File: config.mk
export PLATFORM = sky130hd
export DESIGN_NAME = sasfs_top
export DESIGN_NICKNAME = d
export VERILOG_FILES = /design/src/sasfs_pkg.sv /design/src/sasfs_sync.sv /design/src/sasfs_top.sv
export SDC_FILE = /design/constraint.sdc
export NUM_CORES = 1
export LEC_CHECK = 0
export BUFFER_PORTS_ARGS = -buffer_cell sky130_fd_sc_hd__clkbuf_2
export CORE_MARGIN = 4
export CORE_UTILIZATION = 55
export CTS_BUF_LIST = sky130_fd_sc_hd__clkbuf_2
export DETAILED_ROUTE_END_ITERATION = 10
export GPL_TIMING_DRIVEN = 0
export PLACE_DENSITY = 0.74
export SKIP_CTS_REPAIR_TIMING = 1
export SLEW_MARGIN = 20
export SYNTH_ARGS = -nofsm -noshare
export SYNTH_HDL_FRONTEND = slang
export SYNTH_SLANG_ARGS = --single-unit
File: constraint.sdc
create_clock -name mclk -period 4.45 [get_ports mclk]
set_input_delay 0 -clock mclk [delete_from_list [all_inputs] [get_ports mclk]]
set_output_delay 0 -clock mclk [all_outputs]
set_load 0.1 [all_outputs]
File: src/sasfs_pkg.sv
// sasfs_pkg: constants for the smbus target front end and fan start logic
`default_nettype none

package sasfs_pkg;
  localparam int unsigned CLK_MHZ     = 250;
  localparam int unsigned TIMEOUT_MS  = 25;
  localparam int unsigned TIMEOUT_CYC = TIMEOUT_MS * CLK_MHZ * 1000;

  localparam logic [4:0] ADDR_PREFIX  = 5'h0B;
  localparam logic [6:0] ADDR_EN_SEL0 = 7'h2C;
  localparam logic [6:0] ADDR_EN_SEL1 = 7'h2D;
  localparam logic [6:0] ADDR_DEFAULT = 7'h2E;

  localparam logic [7:0] REG_TEMP1  = 8'h25;
  localparam logic [7:0] REG_TEMP3  = 8'h27;
  localparam logic [7:0] REG_DUTY1  = 8'h30;
  localparam logic [7:0] REG_DUTY3  = 8'h32;
  localparam logic [7:0] REG_CTRL   = 8'h40;
  localparam logic [7:0] REG_PAR_LO = 8'h5C;
  localparam logic [7:0] REG_PAR_HI = 8'h6E;

  localparam int NFAN     = 3;
  localparam int NPAR     = 19;
  localparam int CFG_OFS  = 0;
  localparam int MIN_OFS  = 8;
  localparam int TMIN_OFS = 11;
  localparam int ABS_OFS  = 14;
  localparam int ZONE_LSB = 5;

  localparam int CTRL_START = 0;
  localparam int CTRL_LOCK  = 1;
  localparam logic [7:0] CTRL_RESET = 8'h00;
  localparam logic [7:0] CTRL_MASK  = 8'h0F;

  localparam logic [7:0] PAR_RESET = 8'h00;
  localparam logic [7:0] MIN_DEF   = 8'h80;
  localparam logic [7:0] TMIN_DEF  = 8'h5A;
  localparam logic [7:0] ABS_DEF   = 8'h64;
  localparam logic [7:0] FULL_DUTY = 8'hFF;
  localparam logic [7:0] PWM_DIV   = 8'h20;

  typedef enum logic [6:0] {
    ST_IDLE = 7'h01,
    ST_ADDR = 7'h02,
    ST_AACK = 7'h04,
    ST_WRX  = 7'h08,
    ST_WACK = 7'h10,
    ST_TX   = 7'h20,
    ST_TACK = 7'h40
  } sasfs_state_e;

  function automatic logic [7:0] sasfs_par_def(input int idx);
    if (idx < NFAN)
      sasfs_par_def = {3'(idx + 1), 5'h00};
    else if (idx < MIN_OFS)
      sasfs_par_def = PAR_RESET;
    else if (idx < TMIN_OFS)
      sasfs_par_def = MIN_DEF;
    else if (idx < ABS_OFS)
      sasfs_par_def = TMIN_DEF;
    else if (idx < ABS_OFS + NFAN)
      sasfs_par_def = ABS_DEF;
    else
      sasfs_par_def = PAR_RESET;
  endfunction
endpackage

`default_nettype wire

File: src/sasfs_sync.sv
// sasfs_sync: two-stage synchroniser for pins from outside the mclk domain
`timescale 1ns/10ps
`default_nettype none

module sasfs_sync #(
  parameter int W = 4
) (
  // clock and reset
  input  wire logic         mclk,
  input  wire logic         reset,
  // pins in, synchronised levels out
  input  wire logic [W-1:0] din,
  output logic      [W-1:0] dout
);
  logic [W-1:0] meta;

  // idle level of open-drain lines is high
  always_ff @(posedge mclk) begin
    if (reset) begin
      meta <= '1;
      dout <= '1;
    end else begin
      meta <= din;
      dout <= meta;
    end
  end
endmodule // sasfs_sync

`default_nettype wire

File: src/sasfs_top.sv
// sasfs_top: smbus target, address strapping and fan start control
`timescale 1ns/10ps
`default_nettype none

module sasfs_top
  import sasfs_pkg::*;
#(
  parameter int unsigned TIMEOUT_CYCLES = TIMEOUT_CYC
) (
  // clock and reset
  input  wire logic       mclk,
  input  wire logic       reset,
  // smbus pins
  input  wire logic       smb_scl,
  input  wire logic       smb_sda_i,
  output logic            smb_sda_o,
  output logic            smb_sda_oe,
  // shared strap pins
  input  wire logic       third_fan_drive_output_i,
  output logic            third_fan_drive_output_o,
  output logic            third_fan_drive_output_oe,
  input  wire logic       fourth_speed_sense_input,
  output logic            fourth_speed_sense_level,
  output logic            address_strap_active,
  // conversion results
  input  wire logic       conv_done,
  input  wire logic [7:0] zone1_temp,
  input  wire logic [7:0] zone2_temp,
  input  wire logic [7:0] zone3_temp,
  // fan outputs
  output logic            fan1_pwm,
  output logic            fan2_pwm,
  output logic            full_duty_active
);
  logic scl_s, sda_s, pin3_s, fourth_speed_sense_input_s;
  logic scl_q, sda_q;

  sasfs_sync #(.W(4)) u_sync (
    .mclk  (mclk),
    .reset (reset),
    .din   ({smb_scl, smb_sda_i, third_fan_drive_output_i,
             fourth_speed_sense_input}),
    .dout  ({scl_s, sda_s, pin3_s, fourth_speed_sense_input_s})
  );

  always_ff @(posedge mclk) begin
    if (reset) begin
      scl_q <= 1'b1;
      sda_q <= 1'b1;
    end else begin
      scl_q <= scl_s;
      sda_q <= sda_s;
    end
  end

  logic scl_rise, scl_fall, start_c, stop_c;
  assign scl_rise = scl_s & ~scl_q;
  assign scl_fall = ~scl_s & scl_q;
  assign start_c  = scl_s & scl_q & sda_q & ~sda_s;
  assign stop_c   = scl_s & scl_q & ~sda_q & sda_s;

  // bus-low timeout
  logic [31:0] to_cnt, next_to_cnt;
  logic        bus_low, to_evt;
  assign bus_low = ~scl_s | ~sda_s;
  assign to_evt  = bus_low && (to_cnt == TIMEOUT_CYCLES - 1);

  always_comb begin
    if (!bus_low)
      next_to_cnt = '0;
    else if (to_cnt != TIMEOUT_CYCLES)
      next_to_cnt = to_cnt + 32'h1;
    else
      next_to_cnt = to_cnt;
  end

  always_ff @(posedge mclk) begin
    if (reset)
      to_cnt <= '0;
    else
      to_cnt <= next_to_cnt;
  end

  // smbus target state
  sasfs_state_e st, next_st;
  logic [3:0] bitcnt, next_bitcnt;
  logic [7:0] shreg, next_shreg, ptr, next_ptr, rd_data, byte_in;
  logic       ptr_phase, next_ptr_phase, rw, next_rw, drv, next_drv;
  logic       hit, next_hit, addr_locked, next_addr_locked;
  logic       strap_mode, next_strap_mode, wr_en;
  logic [6:0] addr_lat, next_addr_lat, strap_addr, tgt_addr;

  assign byte_in    = {shreg[6:0], sda_s};
  assign strap_addr = pin3_s ? ADDR_DEFAULT :
                      (fourth_speed_sense_input_s ? ADDR_EN_SEL1 : ADDR_EN_SEL0);
  assign tgt_addr   = addr_locked ? addr_lat : strap_addr;

  always_comb begin
    next_st = st;
    next_bitcnt = bitcnt;
    next_shreg = shreg;
    next_ptr = ptr;
    next_ptr_phase = ptr_phase;
    next_rw = rw;
    next_drv = drv;
    next_hit = hit;
    next_addr_locked = addr_locked;
    next_addr_lat = addr_lat;
    next_strap_mode = strap_mode;
    wr_en = 1'b0;
    if (to_evt) begin
      next_st = ST_IDLE;
      next_drv = 1'b0;
      next_hit = 1'b0;
    end else if (start_c) begin
      next_st = ST_ADDR;
      next_bitcnt = 4'h0;
      next_drv = 1'b0;
      next_ptr_phase = 1'b1;
    end else if (stop_c) begin
      next_st = ST_IDLE;
      next_drv = 1'b0;
      next_hit = 1'b0;
      if (hit)
        next_strap_mode = 1'b0;
    end else begin
      case (st)
        ST_ADDR: if (scl_rise) begin
          next_shreg = byte_in;
          next_bitcnt = bitcnt + 4'h1;
          if (bitcnt == 4'h7) begin
            // glitches with a foreign prefix never fix the address
            if (byte_in[7:3] == ADDR_PREFIX && !addr_locked) begin
              next_addr_locked = 1'b1;
              next_addr_lat = strap_addr;
            end
            if (byte_in[7:1] == tgt_addr) begin
              next_st = ST_AACK;
              next_rw = byte_in[0];
              next_hit = 1'b1;
            end else begin
              next_st = ST_IDLE;
            end
          end
        end
        ST_AACK: if (scl_fall) begin
          if (!drv) begin
            next_drv = 1'b1;
          end else if (rw) begin
            next_st = ST_TX;
            next_shreg = rd_data;
            next_drv = ~rd_data[7];
            next_ptr = ptr + 8'h01;
            next_bitcnt = 4'h0;
          end else begin
            next_st = ST_WRX;
            next_drv = 1'b0;
            next_bitcnt = 4'h0;
          end
        end
        ST_WRX: if (scl_rise) begin
          next_shreg = byte_in;
          next_bitcnt = bitcnt + 4'h1;
          if (bitcnt == 4'h7) begin
            next_st = ST_WACK;
            if (ptr_phase) begin
              next_ptr = byte_in;
              next_ptr_phase = 1'b0;
            end else begin
              wr_en = 1'b1;
              next_ptr = ptr + 8'h01;
            end
          end
        end
        ST_WACK: if (scl_fall) begin
          next_drv = ~drv;
          if (drv) begin
            next_st = ST_WRX;
            next_bitcnt = 4'h0;
          end
        end
        ST_TX: if (scl_fall) begin
          if (bitcnt == 4'h7) begin
            next_drv = 1'b0;
            next_st = ST_TACK;
          end else begin
            next_shreg = {shreg[6:0], 1'b0};
            next_drv = ~shreg[6];
            next_bitcnt = bitcnt + 4'h1;
          end
        end
        ST_TACK: begin
          if (scl_rise) begin
            if (sda_s)
              next_st = ST_IDLE;
            else
              next_bitcnt = 4'h8;
          end else if (scl_fall && bitcnt == 4'h8) begin
            next_st = ST_TX;
            next_shreg = rd_data;
            next_drv = ~rd_data[7];
            next_ptr = ptr + 8'h01;
            next_bitcnt = 4'h0;
          end
        end
        default: next_st = ST_IDLE;
      endcase
    end
  end

  always_ff @(posedge mclk) begin
    if (reset) begin
      st <= ST_IDLE;
      bitcnt <= 4'h0;
      shreg <= 8'h00;
      ptr <= 8'h00;
      ptr_phase <= 1'b0;
      rw <= 1'b0;
      drv <= 1'b0;
      hit <= 1'b0;
      addr_locked <= 1'b0;
      addr_lat <= ADDR_DEFAULT;
      strap_mode <= 1'b1;
    end else begin
      st <= next_st;
      bitcnt <= next_bitcnt;
      shreg <= next_shreg;
      ptr <= next_ptr;
      ptr_phase <= next_ptr_phase;
      rw <= next_rw;
      drv <= next_drv;
      hit <= next_hit;
      addr_locked <= next_addr_locked;
      addr_lat <= next_addr_lat;
      strap_mode <= next_strap_mode;
    end
  end

  assign smb_sda_o  = 1'b0;
  assign smb_sda_oe = drv;

  // register file
  logic [7:0] ctrl, next_ctrl;
  logic [7:0] prog [NPAR];
  logic [7:0] next_prog [NPAR];
  logic [7:0] zt [NFAN];
  logic [7:0] next_zt [NFAN];
  logic [7:0] duty [NFAN];
  logic [7:0] next_duty [NFAN];
  logic       in_par;
  logic [4:0] pidx;

  assign in_par = (ptr >= REG_PAR_LO) && (ptr <= REG_PAR_HI);
  assign pidx   = 5'(ptr - REG_PAR_LO);

  always_comb begin
    rd_data = 8'h00;
    if (ptr >= REG_TEMP1 && ptr <= REG_TEMP3)
      rd_data = zt[2'(ptr - REG_TEMP1)];
    else if (ptr >= REG_DUTY1 && ptr <= REG_DUTY3)
      rd_data = duty[2'(ptr - REG_DUTY1)];
    else if (ptr == REG_CTRL)
      rd_data = ctrl;
    else if (in_par)
      rd_data = prog[pidx];
  end

  always_comb begin
    next_ctrl = ctrl;
    next_prog = prog;
    next_zt = zt;
    if (conv_done) begin
      next_zt[0] = zone1_temp;
      next_zt[1] = zone2_temp;
      next_zt[2] = zone3_temp;
    end
    if (wr_en) begin
      if (ptr == REG_CTRL) begin
        next_ctrl = byte_in & CTRL_MASK;
        next_ctrl[CTRL_LOCK] = byte_in[CTRL_LOCK] | ctrl[CTRL_LOCK];
      end else if (in_par && !ctrl[CTRL_LOCK]) begin
        next_prog[pidx] = byte_in;
      end
    end
  end

  always_ff @(posedge mclk) begin
    if (reset) begin
      ctrl <= CTRL_RESET;
      for (int k = 0; k < NPAR; k++)
        prog[k] <= sasfs_par_def(k);
      for (int k = 0; k < NFAN; k++)
        zt[k] <= 8'h00;
    end else begin
      ctrl <= next_ctrl;
      prog <= next_prog;
      zt <= next_zt;
    end
  end

  // pwm timebase and auto fan control
  logic [7:0] div, next_div, pwm_cnt, next_pwm_cnt;
  logic [NFAN-1:0] hot, pwm, next_pwm;
  logic [7:0] act_cfg0;

  always_comb begin
    next_div = div + 8'h01;
    next_pwm_cnt = pwm_cnt;
    if (div == PWM_DIV - 8'h01) begin
      next_div = 8'h00;
      next_pwm_cnt = pwm_cnt + 8'h01;
    end
  end

  for (genvar i = 0; i < NFAN; i++) begin : g_fan
    logic [7:0]  cfg, mind, tmin, absl, temp, dlt, auto_d;
    logic [11:0] ramp;
    always_comb begin
      // defaults stay in force until the host commits with start
      cfg  = ctrl[CTRL_START] ? prog[CFG_OFS + i]
                              : sasfs_par_def(CFG_OFS + i);
      mind = ctrl[CTRL_START] ? prog[MIN_OFS + i]
                              : sasfs_par_def(MIN_OFS + i);
      tmin = ctrl[CTRL_START] ? prog[TMIN_OFS + i]
                              : sasfs_par_def(TMIN_OFS + i);
      absl = ctrl[CTRL_START] ? prog[ABS_OFS + i]
                              : sasfs_par_def(ABS_OFS + i);
      case (cfg[7:ZONE_LSB])
        3'h2:    temp = zt[1];
        3'h3:    temp = zt[2];
        default: temp = zt[0];
      endcase
      dlt  = temp - tmin;
      ramp = {4'h0, mind} + {1'b0, dlt, 3'h0};
      if (temp < tmin)
        auto_d = mind;
      else if (|ramp[11:8])
        auto_d = FULL_DUTY;
      else
        auto_d = ramp[7:0];
    end
    assign hot[i]       = zt[i] > absl;
    assign next_duty[i] = (|hot) ? FULL_DUTY : auto_d;
    assign next_pwm[i]  = (duty[i] == FULL_DUTY) || (pwm_cnt < duty[i]);
  end

  assign act_cfg0 = g_fan[0].cfg;

  always_ff @(posedge mclk) begin
    if (reset) begin
      div <= 8'h00;
      pwm_cnt <= 8'h00;
      pwm <= '0;
      for (int k = 0; k < NFAN; k++)
        duty[k] <= 8'h00;
    end else begin
      div <= next_div;
      pwm_cnt <= next_pwm_cnt;
      pwm <= next_pwm;
      duty <= next_duty;
    end
  end

  // strap pin left undriven in strap mode so the pull-up or pull-down shows
  assign third_fan_drive_output_o  = 1'b0;
  assign third_fan_drive_output_oe = ~strap_mode & ~pwm[2];
  assign fourth_speed_sense_level  = ~strap_mode & fourth_speed_sense_input_s;
  assign address_strap_active      = strap_mode;
  assign fan1_pwm         = pwm[0];
  assign fan2_pwm         = pwm[1];
  assign full_duty_active = (duty[0] == FULL_DUTY) && (duty[1] == FULL_DUTY)
                            && (duty[2] == FULL_DUTY);
endmodule // sasfs_top

`default_nettype wire

Yosys cells after proc, flatten, opt, wreduce, memory -nomap -nowiden
Index checks and enable logic that the tools add are counted.
{"block": "op_classes", "add_sub_neg": 14, "n_lt_le_gt_ge": 19, "n_bitwise": 28, "n_eq_ne": 60, "muxes": 116, "n_reduce_logical": 49}
{"operator": "$mux 8", "n": 40}
{"operator": "$mux 7", "n": 22}
{"operator": "$bwmux 152", "n": 1}
{"operator": "$lt 8x8->1", "n": 6}
{"operator": "$ne 4x4->1 const B", "n": 12}
{"operator": "$pmux 8 s2", "n": 3}
{"operator": "$pmux 7 s6", "n": 1}
{"operator": "$bmux 8 s5", "n": 1}
{"operator": "$demux 8 s5", "n": 1}
{"operator": "$mux 4", "n": 10}
{"operator": "$add 8x11->12", "n": 3}
{"operator": "$reduce_and 12->1", "n": 3}
{"operator": "$add 32x1->32 const B", "n": 1}
{"operator": "$bmux 8 s2", "n": 2}
{"operator": "$eq 32x23->1 const B", "n": 1}
{"operator": "$ne 32x23->1 const B", "n": 1}
{"operator": "$ne 2x2->1 const B", "n": 15}
{"operator": "$pmux 7 s4", "n": 1}
{"operator": "$mux 1", "n": 26}
{"operator": "$add 8x1->8 const B", "n": 3}
{"operator": "$eq 8x8->1 const B", "n": 3}
{"operator": "$gt 8x8->1", "n": 3}
{"operator": "$pmux 8 s3", "n": 1}
{"operator": "$sub 8x8->8", "n": 3}
{"operator": "other kinds (57)", "n": 123}
{"block": "totals", "reg_bits": 304, "inputBits": 31}

Logic depth before layout (Yosys ltp)
{"block": "logic_depth", "word_depth": 14, "ltp_mapped": 17, "depth_no_buf": 16}

Cells and area by module
A second synthesis with hierarchy kept.
{"block": "unflattened", "cells_unflattened": 2073, "hier_area_um2": 17419.2}
{"module": "sasfs_top", "cells_each": 2057, "area_each_um2": 17209.0, "instances": 1}
{"module": "sasfs_sync", "cells_each": 16, "area_each_um2": 210.2, "instances": 1}

Least setup slack after synthesis
OpenSTA, ideal clock, no wires.
{"block": "synth_timing", "path_type": "register -> register", "from": "register ctrl[0]", "to": "register duty[5] (netlist name)", "t_required_ns": 4.304, "slack_ns": 0.233, "stages_incl_launch_ff": 17, "n_path_buf": 2, "setup_ns": 0.146, "t_arrival_ns": 4.072, "cell_sequence": "dfxtp_1 -> clkbuf_1 -> nand2b_1 -> clkbuf_1 -> nor2_1 -> a221o_1 -> o21a_1 -> inv_1 -> fa_1 -> inv_1 -> fa_1 -> a21o_1 -> a21oi_1 -> or3b_1 -> mux4_2 -> nor3_1 -> a41oi_1"}
{"block": "synth_between", "elab_chain_cells": 9, "elab_cells_between_ends": 20, "cone_classes": "2 x add/sub; 4 x order compare; 2 x eq/ne; 10 x mux; 2 x reduce/logical"}
{"element": "start: declaration", "line_no": "sasfs_top.sv:243", "rtl": "logic [7:0] ctrl, next_ctrl;"}
{"element": "start signal: assignment", "line_no": "sasfs_top.sv:295", "rtl": "ctrl <= next_ctrl;"}
{"element": "$mux 8", "line_no": "sasfs_top.sv:320", "rtl": "cfg = ctrl[CTRL_START] ? prog[CFG_OFS + i]"}
{"element": "$eq 3x2->1", "line_no": "sasfs_top.sv:328", "rtl": "case (cfg[7:ZONE_LSB])"}
{"element": "$pmux 8 s2", "line_no": "sasfs_top.sv:328"}
{"element": "$sub 8x8->8", "line_no": "sasfs_top.sv:333", "rtl": "dlt = temp - tmin;"}
{"element": "$add 8x11->12", "line_no": "sasfs_top.sv:334", "rtl": "ramp = {4'h0, mind} + {1'b0, dlt, 3'h0};"}
{"element": "$reduce_or 4->1", "line_no": "sasfs_top.sv:337", "rtl": "else if (|ramp[11:8])"}
{"element": "$mux 8", "line_no": "sasfs_top.sv:337"}
{"element": "$mux 8", "line_no": "sasfs_top.sv:335", "rtl": "if (temp < tmin)"}
{"element": "$mux 8 (*)", "line_no": "sasfs_top.sv:343", "rtl": "assign next_duty[i] = (|hot) ? FULL_DUTY : auto_d;"}
{"element": "end signal: assignment", "line_no": "sasfs_top.sv:360", "rtl": "duty <= next_duty;"}
{"element": "end: declaration", "line_no": "sasfs_top.sv:248", "rtl": "logic [7:0] duty [NFAN];"}
Mark *: on every way between the ends. The rest lies on a longest branch, timed or not.
A chain may end at the register's enable or synchronous reset.

Final worst setup path
{"block": "layout_timing", "from": "register prog[133] (netlist name)", "to": "register duty[5] (netlist name)"}
{"block": "layout_between", "elab_chain_cells": 9, "elab_cells_between_ends": 11, "cone_classes": "2 x add/sub; 1 x order compare; 2 x eq/ne; 5 x mux; 1 x reduce/logical"}
{"element": "start: declaration", "line_no": "sasfs_top.sv:244", "rtl": "logic [7:0] prog [NPAR];"}
{"element": "start signal: indexed assignment", "line_no": "sasfs_top.sv:291", "rtl": "prog[k] <= sasfs_par_def(k);"}
{"element": "start signal: assignment", "line_no": "sasfs_top.sv:296", "rtl": "prog <= next_prog;"}
{"element": "$mux 8 (*)", "line_no": "sasfs_top.sv:320"}
{"element": "$eq 3x2->1", "line_no": "sasfs_top.sv:328"}
{"element": "$pmux 8 s2 (*)", "line_no": "sasfs_top.sv:328"}
{"element": "$sub 8x8->8", "line_no": "sasfs_top.sv:333"}
{"element": "$add 8x11->12", "line_no": "sasfs_top.sv:334"}
{"element": "$reduce_or 4->1", "line_no": "sasfs_top.sv:337"}
{"element": "$mux 8", "line_no": "sasfs_top.sv:337"}
{"element": "$mux 8 (*)", "line_no": "sasfs_top.sv:335"}
{"element": "$mux 8 (*)", "line_no": "sasfs_top.sv:343"}
Marked as above.

==> results.json <==
{
  "cp_slowest_cell": "fa_1",
  "nNetsFinal": 2313,
  "ys.flop_type": "dfxtp_1",
  "grt-ovfl-total": 0,
  "async_flop_share_pct": 0,
  "slew_headroom_pct": 26.5,
  "dp.cells": 2402,
  "grt_pass1_vias": 15000,
  "area_delta_synth_final_pct": 13.4,
  "path_clk_slew_ns": 0.12,
  "die_h_um": 186,
  "track_usage_pct": 31.6,
  "clock_path_buffers": 3,
  "startpoint_type": "register",
  "multi_input_area_mm2": 0.0108,
  "core_mm2": 0.0309,
  "vias": 16500,
  "ys_top_cells_by_count": "dfxtp_1, nor2_1, mux2i_1, nand2_1, ha_1",
  "synthesis.area_mm2": 0.0174,
  "met1_usage_pct": 43.8,
  "pin_count": 40,
  "syn_inst": 1969,
  "grt_start_max_net_pins": 13,
  "wl_per_cell_um": 22.8,
  "cp_num_buf_inv": 2,
  "reg2regPathDepth": 14,
  "synth_warnings": 0,
  "grt_use_met3_pct": 7.43,
  "drt-pass1-iter-count": 6,
  "status": "finished clean",
  "cts_num_sinks": 299,
  "synthDominantCellAreaShare_pct": 34.3,
  "layout.area.seq_mm2": 0.00599,
  "io_buffers": 36,
  "powerDensity_mw_per_mm2": 266,
  "worst_pin_slew_ns": 1.10,
  "final_cells": 2618,
  "p_leak_nw": 8.83,
  "synth_cell_types": 84,
  "die-area_mm2": 0.0346,
  "die_width_um": 186,
  "fin_crit_sh_pct": 98.7,
  "path_max_fanout": 9,
  "start_util_pct": 56.4,
  "postPlaceCellArea_mm2": 0.0181,
  "routed_wl_mm": 59.6,
  "min_path_type": "in -> reg",
  "drive_gt1_share_pct": 12.3,
  "skew_ns": 0.191,
  "root_buffer": "clkbuf_2",
  "synth_area_per_cell_um2": 8.86,
  "drc": 0,
  "synth-edff-count": 0,
  "grt_pass1_wl_mm": 84.1,
  "tns_ns": 0,
  "period_minus_slack_ns": 4.39,
  "critPathMaxStageDelay_ns": 0.54,
  "dp_hpwl_mm": 41.6,
  "row_count": 64,
  "clock.fmax_mhz": 228,
  "detail-route-antenna-nets": 0,
  "gp_congestion": 0.990,
  "antenna_found_initial": 3,
  "worstPathArrival_ns": 5.07,
  "setup_viol": 0,
  "path_class": "reg -> reg",
  "ys_seq_elements": 299,
  "synthTopCellsByArea": "dfxtp_1, mux2i_1, ha_1",
  "yosys.area.top_type": "dfxtp_1",
  "end_kind": "register",
  "ir_drop_mv": 0.212,
  "drtIter0Drc": 2015,
  "fill_cells": 2614,
  "cp_cell_sequence": "nand2b_2 > nor2_4 > a221o_1 > o21a_1 > inv_1 > fa_1 > inv_1 > fa_1 > a21o_1 > a21oi_2 > or3b_1 > mux4_2 > nor3_4 > a41oi_1",
  "power.total_mw": 5.27,
  "hold_viol": 0,
  "required_ns": 5.13,
  "hold_depth": 4,
  "cts_max_level": 3,
  "clock_latency_ns": 1.03,
  "final_util_pct": 64.0,
  "crit_family": "simple AND/OR/NAND/NOR gates",
  "maxCapViolCount": 0,
  "final_max_slew_viol_count": 0,
  "worstSetupPathDepth": 14,
  "yosysSeqAreaShare_pct": 34.3,
  "final_area_mm2": 0.0198,
  "cts_tree": "built",
  "viasPerCell": 6.29,
  "cts_buffers": 78,
  "top_usage_layer": "met2",
  "use_met2_pct": 47.8,
  "synth.most_common_cell": "dfxtp_1"
}
[cells by family (layout without fill, tap and decap cells)]
kind of cell             count (synthesis)  in the layout  share of synthesized area (%)
AO/OA/AOI/OAI                          307            307                           11.7
buffers and inverters                  185            434                           4.12
adder cells (fa/ha/maj)                109            109                           8.06
other                                    1              5                         0.0215
XOR/XNOR                                62             62                           3.11
AND/OR/NAND/NOR                        740            740                           20.8
flip-flops                             299            299                           34.3
multiplexers                           266            266                           17.8
[flip-flops by register name, indices dropped and copies added (netlist names), 7 cells and up]
name and flops:
div 8, duty 24, prog 152, ptr 8, pwm_cnt 8, shreg 7
st 7, to_cnt 32, zt 24
[where the power goes]
group | internal (mW) | switching, mW
Combinational | 0.222 | 0.313
Sequential | 2.72 | 0.0674
Clock | 0.777 | 1.17
Total | 3.72 | 1.55
[final cells by class]
| type | instances | share of cell area, % |
|---|---|---|
| multi-input combinational | 1486 | 54.7 |
| sequential | 299 | 30.3 |
| timing repair buffer | 128 | 5.49 |
| clock buffer | 111 | 2.81 |
| tap | 396 | 2.50 |
| buffer | 108 | 2.21 |
| inverter | 73 | 1.39 |
| clock inverter | 14 | 0.601 |
| antenna | 3 | 0.0379 |
[metrics by stage]
stage          hold slack (ns)  worst slack [ns]
2_1_floorplan            0.104             0.233
3_3_place_gp             0.184            -0.738
3_5_place_dp             0.184            -0.798
4_1_cts                 -0.823            -0.925
5_1_grt                  0.101           -0.0300
6_report                 0.104            0.0580
[placed cells by master (no fill, tap or decap), types with 55 or more instances in the layout]
master and count:
clkbuf_2 152, a21oi_1 95, clkbuf_1 82, inv_1 73
nand3_1 55, nor2_1 285, dfxtp_1 298, ha_1 102
nand2_1 134, dlygate4sd3_1 86, mux2i_1 228
[path summary, 6_finish.rpt]
check                                                from                         to  slack [ns]
worst max-delay path               prog[133]$_SDFFE_PP1P_         duty[5]$_SDFF_PP0_        0.06
worst max register to register     prog[133]$_SDFFE_PP1P_         duty[5]$_SDFF_PP0_        0.06
worst min-delay path                            conv_done         zt[1]$_SDFFE_PP0P_        0.10
worst min register to register  u_sync.meta[2]$_SDFF_PP1_  u_sync.dout[2]$_SDFF_PP1_        0.42
[tightest hold or removal path, cell delays in order]
cell,delay (ns)
clkbuf_1,0.21
mux2i_1,0.20
dlygate4sd3_1,0.59
nor2_1,0.08
[routing by layer]
metal / up-vias / wire [um]
li1: 7463 / -
met1: 7688 / 23500
met2: 1024 / 25900
met3: 299 / 6640
met4: 0 / 3480
met5: - / 0
Power figures use the tool's default switching activity.
